### src/common/rsw_params.svh
`ifndef RSW_PARAMS_SVH
`define RSW_PARAMS_SVH

// clock and oscillator
`define RSW_CLK_HZ 250000000
`define RSW_CLK_PERIOD_NS 4
`define RSW_OSC_HZ 32768
`define RSW_HALF_DIV ((`RSW_CLK_HZ + `RSW_OSC_HZ) / (2 * `RSW_OSC_HZ))

// reset input qualification and recovery
`define RSW_TR1_NS 50
`define RSW_TR1_CYC ((`RSW_TR1_NS + `RSW_CLK_PERIOD_NS - 1) / `RSW_CLK_PERIOD_NS)
`define RSW_TR2_MS 20
`define RSW_TR2_CYC (`RSW_TR2_MS * (`RSW_CLK_HZ / 1000))
`define RSW_RESET_RECOVERY_TIME_MS 40
`define RSW_RESET_RECOVERY_TIME_CYC (`RSW_RESET_RECOVERY_TIME_MS * (`RSW_CLK_HZ / 1000))

// register byte addresses
`define RSW_ADDR_FLAGS 19'h7fff0
`define RSW_ADDR_AMON 19'h7fff6
`define RSW_ADDR_WDOG 19'h7fff7
`define RSW_ADDR_CTRL 19'h7fff8
`define RSW_ADDR_SECS 19'h7fff9
`define RSW_ADDR_WDAY 19'h7fffc

// field positions
`define RSW_AM_AFE 7
`define RSW_AM_SQUARE_WAVE_ENABLE 6
`define RSW_AM_ABE 5
`define RSW_WD_STEER 7
`define RSW_CAL_SIGN 5
`define RSW_SEC_STOP 7
`define RSW_DAY_FT 6

// timing chain
`define RSW_WD_BASE 2048
`define RSW_SEC_OSC 32768
`define RSW_CAL_SHORT 128
`define RSW_CAL_LONG 256
`define RSW_CAL_MINUTES 6'h3e
`define RSW_LAST_SEC 6'h3b
`define RSW_FT_BIT 6

`endif

### src/common/rsw_pkg.sv
package rsw_pkg;

    typedef enum logic [1:0] {RSW_RST_IDLE, RSW_RST_HOLD, RSW_RST_RECOVER} rsw_rst_state_t;

    typedef struct packed {
        // registers
        logic watchdog_timeout_flag;
        logic [3:0] rate;
        logic afe;
        logic square_wave_enable;
        logic abe;
        logic [4:0] amon;
        logic [7:0] wd;
        logic [7:0] ctl;
        logic st;
        logic [6:0] secs;
        logic ft;
        logic [2:0] wday;
        // bus tracking
        logic rd_act;
        logic [18:0] addr_last;
        logic [7:0] rd_data;
        logic data_oe;
        logic wr_act;
        logic [18:0] wr_addr;
        logic [7:0] wr_data;
        // oscillator chain
        logic [15:0] half_cnt;
        logic [15:0] ph;
        logic [15:0] sec_pre;
        logic [5:0] sec_cnt;
        logic [5:0] min_cnt;
        logic sec_tick;
        // watchdog
        logic kick_last;
        logic [16:0] wd_pre;
        logic [4:0] wd_cnt;
        logic wd_done;
        logic wd_irq;
        // reset output
        rsw_rst_state_t rst_st;
        logic [23:0] rst_cnt;
        // pins
        logic irq_out;
        logic irq_oe;
        logic square_wave_pin;
        logic sqw_oe;
        logic rst_out;
        logic rst_oe;
    } rsw_state_t;

endpackage

### src/rtl/rsw_rst_qual.sv
`timescale 1ns/1ps
module rsw_rst_qual
    import rsw_pkg::*;
#(
    parameter int unsigned QUAL_CYC = 13,
    parameter int CW = 8
) (
    // clock and reset
    input wire logic i_clock,
    input wire logic i_sys_rst,
    // synchronised input, high while the pin is low
    input wire logic i_low,
    // qualified reset request
    output logic o_hit
);
    typedef struct packed {
        logic [CW-1:0] cnt;
        logic hit;
    } rsw_qual_state_t;

    rsw_qual_state_t s_r, s_nxt;

    // shorter lows never reach the end of the count
    always_comb begin
        s_nxt = s_r;
        if (!i_low) begin
            s_nxt.cnt = '0;
            s_nxt.hit = 1'b0;
        end else if (s_r.cnt == CW'(QUAL_CYC - 1)) begin
            s_nxt.hit = 1'b1;
        end else begin
            s_nxt.cnt = s_r.cnt + CW'(1);
        end
    end

    always_ff @(posedge i_clock) begin
        if (i_sys_rst) begin
            s_r <= '0;
        end else begin
            s_r <= s_nxt;
        end
    end

    assign o_hit = s_r.hit;
endmodule // rsw_rst_qual

### src/rtl/rsw_supervisor.sv
`timescale 1ns/1ps
`include "rsw_params.svh"

module rsw_supervisor
    import rsw_pkg::*;
#(
    parameter int unsigned HALF_DIV = `RSW_HALF_DIV,
    parameter int unsigned DEB_CYC = `RSW_TR2_CYC,
    parameter int unsigned REC_CYC = `RSW_RESET_RECOVERY_TIME_CYC
) (
    // clock and reset
    input wire logic i_clock,
    input wire logic i_sys_rst,
    // host bus pins
    input wire logic [18:0] i_addr,
    input wire logic i_ce_n,
    input wire logic i_oe_n,
    input wire logic i_we_n,
    input wire logic [7:0] i_data,
    output logic [7:0] o_data,
    output logic o_data_oe,
    // supervisor pins
    input wire logic i_watchdog_kick_input,
    input wire logic i_fast_reset_input_n,
    input wire logic i_debounced_reset_input_n,
    input wire logic i_power_fail,
    // alarm match from the timekeeping core
    input wire logic i_alarm_flag,
    // open-drain and tristate outputs
    output logic o_interrupt_test_pin_out,
    output logic o_interrupt_test_pin_oe,
    output logic o_square_wave_pin,
    output logic o_square_wave_pin_oe,
    output logic o_reset_out,
    output logic o_reset_oe,
    // calibrated one-second tick
    output logic o_second_tick
);
    localparam int PW = 34;
    localparam logic [PW-1:0] PIN_IDLE = {19'h0, 8'h0, 3'h7, 1'b0, 1'b0, 2'h3};

    rsw_state_t s_r, s_nxt;
    logic [PW-1:0] pin_q;
    logic [18:0] addr_q;
    logic [7:0] data_q;
    logic ce_n_q, oe_n_q, we_n_q, kick_q, pf_q, rin1_n_q, rin2_n_q;
    logic fast_hit, deb_hit, ext_rst, hold_src;
    logic rd_cond, new_rd, wr_cond, commit, wd_wr, kick_edge;
    logic half_tick, osc_tick, wd_run, res_wrap, tmo, ft_active, cal_here;
    logic [4:0] wd_mult;
    logic [16:0] res_last;
    logic [15:0] sec_last;
    logic [7:0] rd_mux;

    rsw_sync #(
        .W(PW),
        .RST_VAL(PIN_IDLE)
    ) u_pin_sync (
        .i_clock(i_clock),
        .i_sys_rst(i_sys_rst),
        .i_async({i_addr, i_data, i_ce_n, i_oe_n, i_we_n, i_watchdog_kick_input, i_power_fail,
                  i_fast_reset_input_n, i_debounced_reset_input_n}),
        .o_level(pin_q)
    );

    assign {addr_q, data_q, ce_n_q, oe_n_q, we_n_q, kick_q, pf_q, rin1_n_q, rin2_n_q} = pin_q;

    rsw_rst_qual #(
        .QUAL_CYC(`RSW_TR1_CYC),
        .CW(8)
    ) u_fast_qual (
        .i_clock(i_clock),
        .i_sys_rst(i_sys_rst),
        .i_low(!rin1_n_q),
        .o_hit(fast_hit)
    );

    rsw_rst_qual #(
        .QUAL_CYC(DEB_CYC),
        .CW(24)
    ) u_deb_qual (
        .i_clock(i_clock),
        .i_sys_rst(i_sys_rst),
        .i_low(!rin2_n_q),
        .o_hit(deb_hit)
    );

    assign ext_rst = fast_hit || deb_hit;
    assign hold_src = pf_q || ext_rst;

    // bus decode; the device is deselected during power fail
    assign rd_cond = !ce_n_q && !oe_n_q && we_n_q && !pf_q;
    assign new_rd = rd_cond && (!s_r.rd_act || addr_q != s_r.addr_last);
    assign wr_cond = !ce_n_q && !we_n_q && !pf_q;
    assign commit = s_r.wr_act && !wr_cond;
    assign wd_wr = commit && s_r.wr_addr == `RSW_ADDR_WDOG;
    assign kick_edge = kick_q != s_r.kick_last;

    // oscillator chain: ph advances at twice the oscillator rate
    assign half_tick = s_r.half_cnt == 16'(HALF_DIV - 1);
    assign osc_tick = half_tick && !s_r.st && s_r.ph[0];

    // watchdog timing
    assign wd_mult = s_r.wd[6:2];
    assign wd_run = wd_mult != 5'h00 && !s_r.wd_done;
    assign res_last = 17'((`RSW_WD_BASE << {s_r.wd[1:0], 1'b0}) - 1);
    assign res_wrap = s_r.wd_pre == res_last;
    assign tmo = osc_tick && wd_run && res_wrap && 5'(s_r.wd_cnt + 5'h01) == wd_mult
                 && !wd_wr && !kick_edge && !hold_src;

    // test output: needs steering to reset or an idle watchdog
    assign ft_active = !s_r.st && s_r.ft && !s_r.afe
                       && (s_r.wd[`RSW_WD_STEER] || s_r.wd == 8'h00);

    // calibration trims second zero of the first 2N minutes
    assign cal_here = s_r.sec_cnt == 6'h00 && s_r.min_cnt < {s_r.ctl[4:0], 1'b0}
                      && s_r.min_cnt < `RSW_CAL_MINUTES;
    assign sec_last = !cal_here ? 16'(`RSW_SEC_OSC - 1) :
                      s_r.ctl[`RSW_CAL_SIGN] ? 16'(`RSW_SEC_OSC - `RSW_CAL_SHORT - 1) :
                      16'(`RSW_SEC_OSC + `RSW_CAL_LONG - 1);

    always_comb begin
        case (addr_q)
            `RSW_ADDR_FLAGS: rd_mux = {s_r.watchdog_timeout_flag, 3'h0, s_r.rate};
            `RSW_ADDR_AMON: rd_mux = {s_r.afe, s_r.square_wave_enable, s_r.abe, s_r.amon};
            `RSW_ADDR_WDOG: rd_mux = s_r.wd;
            `RSW_ADDR_CTRL: rd_mux = s_r.ctl;
            `RSW_ADDR_SECS: rd_mux = {s_r.st, s_r.secs};
            `RSW_ADDR_WDAY: rd_mux = {1'b0, s_r.ft, 3'h0, s_r.wday};
            default: rd_mux = 8'h00;
        endcase
    end

    always_comb begin
        s_nxt = s_r;
        s_nxt.sec_tick = 1'b0;

        // read snapshot holds until address or enable changes
        s_nxt.rd_act = rd_cond;
        s_nxt.addr_last = addr_q;
        s_nxt.data_oe = rd_cond;
        if (new_rd) begin
            s_nxt.rd_data = rd_mux;
            if (addr_q == `RSW_ADDR_FLAGS) begin
                s_nxt.watchdog_timeout_flag = 1'b0;
            end
        end

        // writes commit when the strobe ends
        s_nxt.wr_act = wr_cond;
        if (wr_cond) begin
            s_nxt.wr_addr = addr_q;
            s_nxt.wr_data = data_q;
        end
        if (commit) begin
            case (s_r.wr_addr)
                `RSW_ADDR_FLAGS: s_nxt.rate = s_r.wr_data[3:0];
                `RSW_ADDR_AMON: begin
                    s_nxt.afe = s_r.wr_data[`RSW_AM_AFE];
                    s_nxt.square_wave_enable = s_r.wr_data[`RSW_AM_SQUARE_WAVE_ENABLE];
                    s_nxt.abe = s_r.wr_data[`RSW_AM_ABE];
                    s_nxt.amon = s_r.wr_data[4:0];
                end
                `RSW_ADDR_WDOG: begin
                    s_nxt.wd = s_r.wr_data;
                    if (s_r.wr_data == 8'h00) begin
                        s_nxt.wd_irq = 1'b0;
                    end
                end
                `RSW_ADDR_CTRL: s_nxt.ctl = s_r.wr_data;
                `RSW_ADDR_SECS: begin
                    s_nxt.st = s_r.wr_data[`RSW_SEC_STOP];
                    s_nxt.secs = s_r.wr_data[6:0];
                end
                `RSW_ADDR_WDAY: begin
                    s_nxt.ft = s_r.wr_data[`RSW_DAY_FT];
                    s_nxt.wday = s_r.wr_data[2:0];
                end
                default: ;
            endcase
        end

        // oscillator divider runs free; ph frozen by the stop bit
        s_nxt.half_cnt = half_tick ? 16'h0000 : s_r.half_cnt + 16'h0001;
        if (half_tick && !s_r.st) begin
            s_nxt.ph = s_r.ph + 16'h0001;
        end

        // watchdog countdown
        s_nxt.kick_last = kick_q;
        if (kick_edge || wd_wr) begin
            s_nxt.wd_pre = 17'h00000;
            s_nxt.wd_cnt = 5'h00;
            s_nxt.wd_done = 1'b0;
        end else if (osc_tick && wd_run) begin
            if (res_wrap) begin
                s_nxt.wd_pre = 17'h00000;
                s_nxt.wd_cnt = s_r.wd_cnt + 5'h01;
            end else begin
                s_nxt.wd_pre = s_r.wd_pre + 17'h00001;
            end
        end
        if (tmo) begin
            s_nxt.watchdog_timeout_flag = 1'b1;
            s_nxt.wd_done = 1'b1;
            if (s_r.wd[`RSW_WD_STEER]) begin
                s_nxt.wd = 8'h00;
                s_nxt.afe = 1'b0;
                s_nxt.square_wave_enable = 1'b0;
                s_nxt.abe = 1'b0;
                s_nxt.ft = 1'b0;
            end else begin
                s_nxt.wd_irq = 1'b1;
            end
        end

        // calibrated seconds chain
        if (osc_tick) begin
            if (s_r.sec_pre == sec_last) begin
                s_nxt.sec_pre = 16'h0000;
                s_nxt.sec_tick = 1'b1;
                if (s_r.sec_cnt == `RSW_LAST_SEC) begin
                    s_nxt.sec_cnt = 6'h00;
                    s_nxt.min_cnt = s_r.min_cnt + 6'h01;
                end else begin
                    s_nxt.sec_cnt = s_r.sec_cnt + 6'h01;
                end
            end else begin
                s_nxt.sec_pre = s_r.sec_pre + 16'h0001;
            end
        end

        // reset output sequencing
        unique case (s_r.rst_st)
            RSW_RST_IDLE: begin
                if (hold_src) begin
                    s_nxt.rst_st = RSW_RST_HOLD;
                end else if (tmo && s_r.wd[`RSW_WD_STEER]) begin
                    s_nxt.rst_st = RSW_RST_RECOVER;
                    s_nxt.rst_cnt = 24'h000000;
                end
            end
            RSW_RST_HOLD: begin
                if (!hold_src) begin
                    s_nxt.rst_st = RSW_RST_RECOVER;
                    s_nxt.rst_cnt = 24'h000000;
                end
            end
            RSW_RST_RECOVER: begin
                if (hold_src) begin
                    s_nxt.rst_st = RSW_RST_HOLD;
                end else if (s_r.rst_cnt == 24'(REC_CYC - 1) && !(tmo && s_r.wd[`RSW_WD_STEER])) begin
                    s_nxt.rst_st = RSW_RST_IDLE;
                end else begin
                    s_nxt.rst_cnt = (tmo && s_r.wd[`RSW_WD_STEER]) ? 24'h000000 : s_r.rst_cnt + 24'h000001;
                end
            end
        endcase

        // external reset clears like a power cycle
        if (ext_rst) begin
            s_nxt.ctl[7:6] = 2'h0;
            s_nxt.ft = 1'b0;
            s_nxt.afe = 1'b0;
            s_nxt.abe = 1'b0;
            s_nxt.square_wave_enable = 1'b0;
            s_nxt.wd = 8'h00;
            s_nxt.wd_irq = 1'b0;
        end
        // power-down clears watchdog and test bit
        if (pf_q) begin
            s_nxt.wd = 8'h00;
            s_nxt.wd_irq = 1'b0;
            s_nxt.ft = 1'b0;
            s_nxt.ctl[7:6] = 2'h0;
        end

        // pins
        s_nxt.irq_oe = s_r.wd_irq || (s_r.afe && i_alarm_flag)
                       || (ft_active && !s_r.ph[`RSW_FT_BIT]);
        s_nxt.sqw_oe = s_r.square_wave_enable && s_r.rate != 4'h0;
        s_nxt.square_wave_pin = s_r.ph[(s_r.rate == 4'h1) ? 4'h0 : s_r.rate];
        s_nxt.rst_oe = s_nxt.rst_st != RSW_RST_IDLE;
    end

    always_ff @(posedge i_clock) begin
        if (i_sys_rst) begin
            s_r <= '0;
            s_r.rst_st <= RSW_RST_RECOVER;
            s_r.rst_oe <= 1'b1;
        end else begin
            s_r <= s_nxt;
        end
    end

    assign o_data = s_r.rd_data;
    assign o_data_oe = s_r.data_oe;
    assign o_interrupt_test_pin_out = s_r.irq_out;
    assign o_interrupt_test_pin_oe = s_r.irq_oe;
    assign o_square_wave_pin = s_r.square_wave_pin;
    assign o_square_wave_pin_oe = s_r.sqw_oe;
    assign o_reset_out = s_r.rst_out;
    assign o_reset_oe = s_r.rst_oe;
    assign o_second_tick = s_r.sec_tick;

    // oscillator ticks since the last restart
    logic [22:0] chk_ticks;
    always_ff @(posedge i_clock) begin
        if (i_sys_rst || kick_edge || wd_wr) begin
            chk_ticks <= 23'h000000;
        end else if (osc_tick && wd_run) begin
            chk_ticks <= chk_ticks + 23'h000001;
        end
    end
endmodule // rsw_supervisor

### src/rtl/rsw_sync.sv
`timescale 1ns/1ps
module rsw_sync
    import rsw_pkg::*;
#(
    parameter int W = 1,
    parameter logic [W-1:0] RST_VAL = '0
) (
    // clock and reset
    input wire logic i_clock,
    input wire logic i_sys_rst,
    // asynchronous pins
    input wire logic [W-1:0] i_async,
    // qualified levels
    output logic [W-1:0] o_level
);
    typedef struct packed {
        logic [W-1:0] s1;
        logic [W-1:0] s2;
        logic [W-1:0] s3;
        logic [W-1:0] q;
    } rsw_sync_state_t;

    rsw_sync_state_t s_r, s_nxt;

    // a bit moves only once stages two and three agree
    always_comb begin
        s_nxt = s_r;
        s_nxt.s1 = i_async;
        s_nxt.s2 = s_r.s1;
        s_nxt.s3 = s_r.s2;
        s_nxt.q = (s_r.s3 & ~(s_r.s2 ^ s_r.s3)) | (s_r.q & (s_r.s2 ^ s_r.s3));
    end

    always_ff @(posedge i_clock) begin
        if (i_sys_rst) begin
            s_r <= {RST_VAL, RST_VAL, RST_VAL, RST_VAL};
        end else begin
            s_r <= s_nxt;
        end
    end

    assign o_level = s_r.q;
endmodule // rsw_sync

### config.mk
export PLATFORM = sky130hd
export DESIGN_NAME = rsw_supervisor
export DESIGN_NICKNAME = d
export VERILOG_FILES = /design/src/common/rsw_pkg.sv /design/src/rtl/rsw_rst_qual.sv /design/src/rtl/rsw_supervisor.sv /design/src/rtl/rsw_sync.sv
export VERILOG_INCLUDE_DIRS = /design/src /design/src/common
export SDC_FILE = /design/constraint.sdc
export NUM_CORES = 1
export LEC_CHECK = 0
export BUFFER_PORTS_ARGS = -buffer_cell sky130_fd_sc_hd__buf_2
export CELL_PAD_IN_SITES_DETAIL_PLACEMENT = 0
export CELL_PAD_IN_SITES_GLOBAL_PLACEMENT = 1
export CORE_AREA = 2 2 234 178
export CTS_CLUSTER_SIZE = 12
export DETAILED_ROUTE_END_ITERATION = 7
export DIE_AREA = 0 0 236 180
export PLACE_DENSITY_LB_ADDON = 0.1
export SYNTH_ARGS = -nofsm -noshare
export SYNTH_HDL_FRONTEND = slang
export SYNTH_SLANG_ARGS = --single-unit
### constraint.sdc
create_clock -name i_clock -period 3.25 [get_ports i_clock]
set_clock_uncertainty 0.05 [all_clocks]
set_input_delay 0.4875 -clock i_clock [delete_from_list [all_inputs] [get_ports i_clock]]
set_output_delay 0.4875 -clock i_clock [all_outputs]
set_load 0.005 [all_outputs]
# Word level (Yosys, flattened, before mapping)
# Cells that the tools add are included.
[classes]
n_addsub = 11
n_lt_le_gt_ge = 3
eq_ne = 30
shift = 1
n_mux = 41
bitwise_logic = 6
reduce_logical = 75
[ops]
columns = ["cell", "n"]
rows = [
  ["$eq A19 B19 Y1 const B", 12],
  ["$mux W24", 4],
  ["$pmux W26 S3", 1],
  ["$and A34 B34 Y34", 2],
  ["$mux W26", 2],
  ["$add A16 B1 Y16 const B", 3],
  ["$add A24 B1 Y24 const B", 2],
  ["$mux W16", 3],
  ["$mux W8", 6],
  ["$pmux W8 S6", 1],
  ["$mux W36", 1],
  ["$not A34 Y34", 1],
  ["$or A34 B34 Y34", 1],
  ["$xor A34 B34 Y34", 1],
  ["$logic_and A1 B1 Y1", 27],
  ["$eq A24 B23 Y1 const B", 1],
  ["$eq A24 B24 Y1 const B", 1],
  ["$ne A19 B19 Y1", 1],
  ["$add A17 B1 Y17 const B", 1],
  ["$eq A17 B17 Y1", 1],
  ["$mux W17", 1],
  ["$shl A12 B3 Y17 const A", 1],
  ["$sub A17 B2 Y17 const B", 1],
  ["$eq A16 B12 Y1 const B", 1],
  ["35 further kinds", 91],
]
[totals]
regBits = 383
in_bits = 37
out_inout_bits = 16

# Logic depth before layout (Yosys ltp)
[logic_depth]
depth_word = 17
mapped_depth = 11

# By module
# Synthesis repeated with hierarchy kept, for this count alone.
[unflattened]
cells_unflattened = 1782
area_unflattened_um2 = 16120.5
[by_module_without_submodules]
columns = ["mod", "instances", "cells_per_inst", "area_each_um2", "seq_area_each_um2"]
rows = [
  ["rsw_supervisor", 1, 1191, 10158.5, 4264.1],
  ["rsw_sync", 1, 389, 4192.8, 2722.6],
  ["rsw_rst_qual at u_deb_qual", 1, 154, 1337.5, 500.5],
  ["rsw_rst_qual at u_fast_qual", 1, 48, 431.7, 180.2],
]

# Worst setup path after synthesis
# No wires, ideal clock.
[synth_timing]
path_kind = "reg-to-reg"
start = "register s_r[195] (netlist name)"
end = "register s_r (netlist bit o_reset_oe)"
setup_ns = 0.120
t_arrival_ns = 2.435
required_ns = 3.080
slack_ns = 0.645
path_stages_with_launch = 10
period_less_slack_ns = 2.605
cell_sequence = "dfxtp_1 -> or2_4 -> ha_1 -> xnor2_1 -> nor2_1 -> o2111ai_1 -> or4_4 -> nor4b_4 -> mux2i_1 -> a211o_1"
[synth_between]
elab_chain_cells = 15
[synth_rtl]
columns = ["element", "line", "source"]
rows = [
  ["from (decl)", "rsw_supervisor.sv:42", "rsw_state_t s_r, s_nxt;"],
  ["from (signal assigned)", "rsw_supervisor.sv:292", "s_r <= s_nxt;"],
  ["$shl A12 B3 Y17 (no line) *", "-", ""],
  ["$sub A17 B2 Y17 *", "rsw_supervisor.sv:106", "assign res_last = 17'((`RSW_WD_BASE << {s_r.wd[1:0], 1'b0}) - 1);"],
  ["$eq A17 B17 Y1 *", "rsw_supervisor.sv:107", "assign res_wrap = s_r.wd_pre == res_last;"],
  ["$logic_and A1 B1 Y1 * (2 in series)", "rsw_supervisor.sv:108", "assign tmo = osc_tick && wd_run && res_wrap && 5'(s_r.wd_cnt + 5'h01) == wd_mult"],
  ["$logic_and A1 B1 Y1 * (3 in series)", "rsw_supervisor.sv:109", "&& !wd_wr && !kick_edge && !hold_src;"],
  ["$logic_and A1 B1 Y1 *", "rsw_supervisor.sv:238, rsw_supervisor.sv:252", ""],
  ["$logic_not A1 Y1", "rsw_supervisor.sv:252", "end else if (s_r.rst_cnt == 24'(REC_CYC - 1) && !(tmo && s_r.wd[`RSW_WD_STEER])) begin"],
  ["$logic_and A1 B1 Y1", "rsw_supervisor.sv:252", ""],
  ["$mux W2", "rsw_supervisor.sv:252", ""],
  ["$mux W2", "rsw_supervisor.sv:250", "if (hold_src) begin"],
  ["$pmux W26 S3 *", "rsw_supervisor.sv:234", "unique case (s_r.rst_st)"],
  ["$reduce_bool A2 Y1 *", "rsw_supervisor.sv:283", "s_nxt.rst_oe = s_nxt.rst_st != RSW_RST_IDLE;"],
]
# Mark *: on every way between the ends. The rest lies on a longest branch, timed or not. The select of a mux whose other input is x is not followed.
# A chain may end at the register's enable or synchronous reset.

# Final worst setup path
[layout_timing]
start = "register s_r[30] (netlist name)"
end = "register s_r[29] (netlist name)"
[layout_between]
elab_chain_cells = 3
[layout_rtl]
columns = ["element", "line"]
rows = [
  ["$eq A2 B2 Y1 (tied with other cells)", "rsw_supervisor.sv:234"],
  ["$ne A2 B2 Y1 (no line)", "-"],
  ["$reduce_and A5 Y1 (no line)", "-"],
]
# Parallel ways exist; a longest one is shown, timed or not.

==> results.md <==
* CTS clk-pin slew, worst paths at roughly 60 ps
* VDD IR max at around 0.00034 V
* Total Wirelength at around 35000 µm
* Antenna violations before repair at 0
* Vias/cell at about 5.0
* Fin Setup TNS at 0 ps
* RSZ-0062 raised after global routing: false
* Clock Latency Late Sink at about 550 ps
* Starting Density at a little under 40%
* Die width at 236 µm
* Commonest cells after routing, fill and taps aside: dfxtp_1, nor2_1, nand2_1
* Critical Path End Type: register
* Final Power at just under 10 mW
* Fillers at between 3k and 4k
* Register area share after synthesis at between 40% and 50%
* Remaining global-route overflow at 0
* I/O Buffers at 50
* ANT cells at 0
* Cells after Synth at between 1.5k and 2k
* Post-Layout Cell Count at about 2.3k
* Final Hold Vio Count at 0
* Final setup violating endpoints at 0
* Yosys reg bits at between 300 and 400
* Cell Area, Synth at approximately 16000 µm²
* Rel. slew slack at a little under two fifths
* Layout Nets at between 1.5k and 2k
* Max Freq at 0.345 GHz
* Clock tree buffer depth at 3
* Post-CTS Hold Buffers at 0
* Hold Crit Class: in -> reg
* CTS resizes at 0
* Synth unique cells at between 80 and 90
* Commonest non-fill, non-tap cell in the layout: dfxtp_1
* Number of global-route vias before repair at around 11k
* CTS tree: built
* Max Cap Viol at 0
* Die area at ~42000 µm²
* Routed Antenna Nets at 0
* H-Tree Depth at 2
* First-pass iteration count of the detailed router at 5
* Placement Rows at 64
* Crit path required time at 3680 ps
* Synth Warn # at 0
* Post-CTS Setup Bufs at 0
* Share of flip-flops with an asynchronous set or reset at 0%
* GRT Total Usage at 16.5%
* EDFF count, synth at 0
* Initial DRC Count at approximately 670
* Max-slew violation count at 0
* First-pass GRT wire length at slightly below 60000 µm
* Sink Count at 383
* Pwr dens at about 550 nW/µm²
* DRC at 0
* Core Area at around 40000 µm²
* Fraction of layout cells with a size suffix above 1 at 10.4%
* Final worst path period need at between 2000 and 3000 ps
* Ys flop type: dfxtp_1
* CP startpoint kind: register
* Routability Congestion at 0.789
* Final period utilization at about nine tenths
* Vias at approximately 12k
* Leakage at 6.48 nW
* HPWL Detailed at 24000 µm
* Crit Path Class: reg -> reg
* Status: complete, no violations
* Routed WL per cell at ~15 µm
* CP Max Fanout at 18
* WP data arrival at about 3300 ps
* Io pins at 53
* Num CTS Buffers at between 40 and 50
* Clock root buffer: clkbuf_16
* Worst Tran Pin Value at around 930 ps
* Avg Cell Area, Syn at ~9 µm²
* Area Overhead vs Synth at 13.4%
* Chip height at about 180 µm
* Largest net degree at the start of global routing at between 90 and 100
* Inst Count DP at ~2.2k
## metal layers
| metal | vias up | GRT usage, % | wire [µm] |
|---|---|---|---|
| met5 | - | 0 | 0 |
| met4 | 0 | 3.90 | 538 |
| met3 | 53 | 2.63 | 1350 |
| met2 | 176 | 24.0 | 14300 |
| met1 | 5364 | 25.2 | 19100 |
| li1 | 5954 | - | - |
## power breakdown
| part | internal (mW) | switching [mW] |
|---|---|---|
| sequential | 4.77 | 0.0413 |
| combinational | 0.168 | 0.272 |
| clock | 2.58 | 1.91 |
| total | 7.51 | 2.22 |
## final cells by class
class | count | area (µm²) | share of cell area (%)
Clock buffer | 59 | 1160 | 6.60
Clock inverter | 7 | 114 | 0.646
Inverter | 27 | 101 | 0.575
Multi-Input combinational cell | 1217 | 7420 | 42.1
Sequential cell | 383 | 7670 | 43.5
Tap cell | 528 | 661 | 3.75
Timing Repair Buffer | 82 | 512 | 2.90
## worst paths after layout
check / endpoint / slack, ps / depth (start not counted) / start
min: u_pin_sync.s_nxt[74] / 80 / 2 / i_ce_n
min reg2reg: u_pin_sync.s_nxt[35] / 350 / 1 / u_pin_sync.s_nxt[69]
max reg2reg: s_r[29] / 350 / 6 / s_r[30]
max: s_r[29] / 350 / 6 / s_r[30]
## stage by stage
step                      utilization [%]  hold WS [ps]  area [µm²]  worst slack, ps
after floorplan                         -           339       15600              645
after global placement               40.6           342       16400              420
after detailed placement             40.6           346       16400              357
after CTS                            43.8          49.0       17600              344
after global routing                 43.8          66.9       17600              138
final                                43.8          78.1       17600              347
## registers in the layout (all words and copies together), names as in the netlist, 8 cells and up, named ones only
signal,count
s_r,199
u_pin_sync.s_nxt,68
u_pin_sync.s_r,34
u_deb_qual.s_r,24
o_data,8
u_fast_qual.s_r,8
## worst max-delay path, stage by stage (launching register included)
cell and delay (ps):
dfxtp_1 460, inv_1 150, ha_1 530, nand2_1 110
or4_1 810, or4_1 590, a21oi_1 150
## cells in the mapped netlist (5+ instances only)
library cell,n,area share [%]
a211oi_1,13,0.63
nand3_1,53,1.7
o21ai_0,70,2.3
nor4b_1,7,0.39
or3_1,27,1.1
and4_1,6,0.34
and3_1,30,1.2
a311oi_1,9,0.51
nand2_1,166,4.0
mux2i_1,64,4.1
nand4_1,44,1.8
or4_1,8,0.39
nor4_1,22,0.88
inv_1,27,0.65
and2_1,13,0.52
buf_4,10,0.48
nor3_1,18,0.58
a31oi_1,6,0.24
dfxtp_1,383,49
a21oi_1,122,3.9
or2_2,19,0.76
nor2_1,188,4.5
nor2b_1,116,4.7
clkbuf_1,64,1.5
ha_1,21,1.7
xnor2_1,44,2.5
nand2b_1,8,0.32
xor2_1,69,3.9
nand3b_1,5,0.24
## cells by family (layout without fill, tap and decap cells)
group	count (synthesis)	in the layout	synth area share [%]
and+or+nand+nor	759	759	25.5
DFF	383	383	49.3
AOI/OAI and AO/OA	255	255	9.48
xor gates and xnor gates	113	113	6.36
buffers and inverters	112	175	3.15
muxes	67	67	4.48
adders and majority gates	21	21	1.69
other	1	2	0.0241
(Power assumes the default switching activity.)
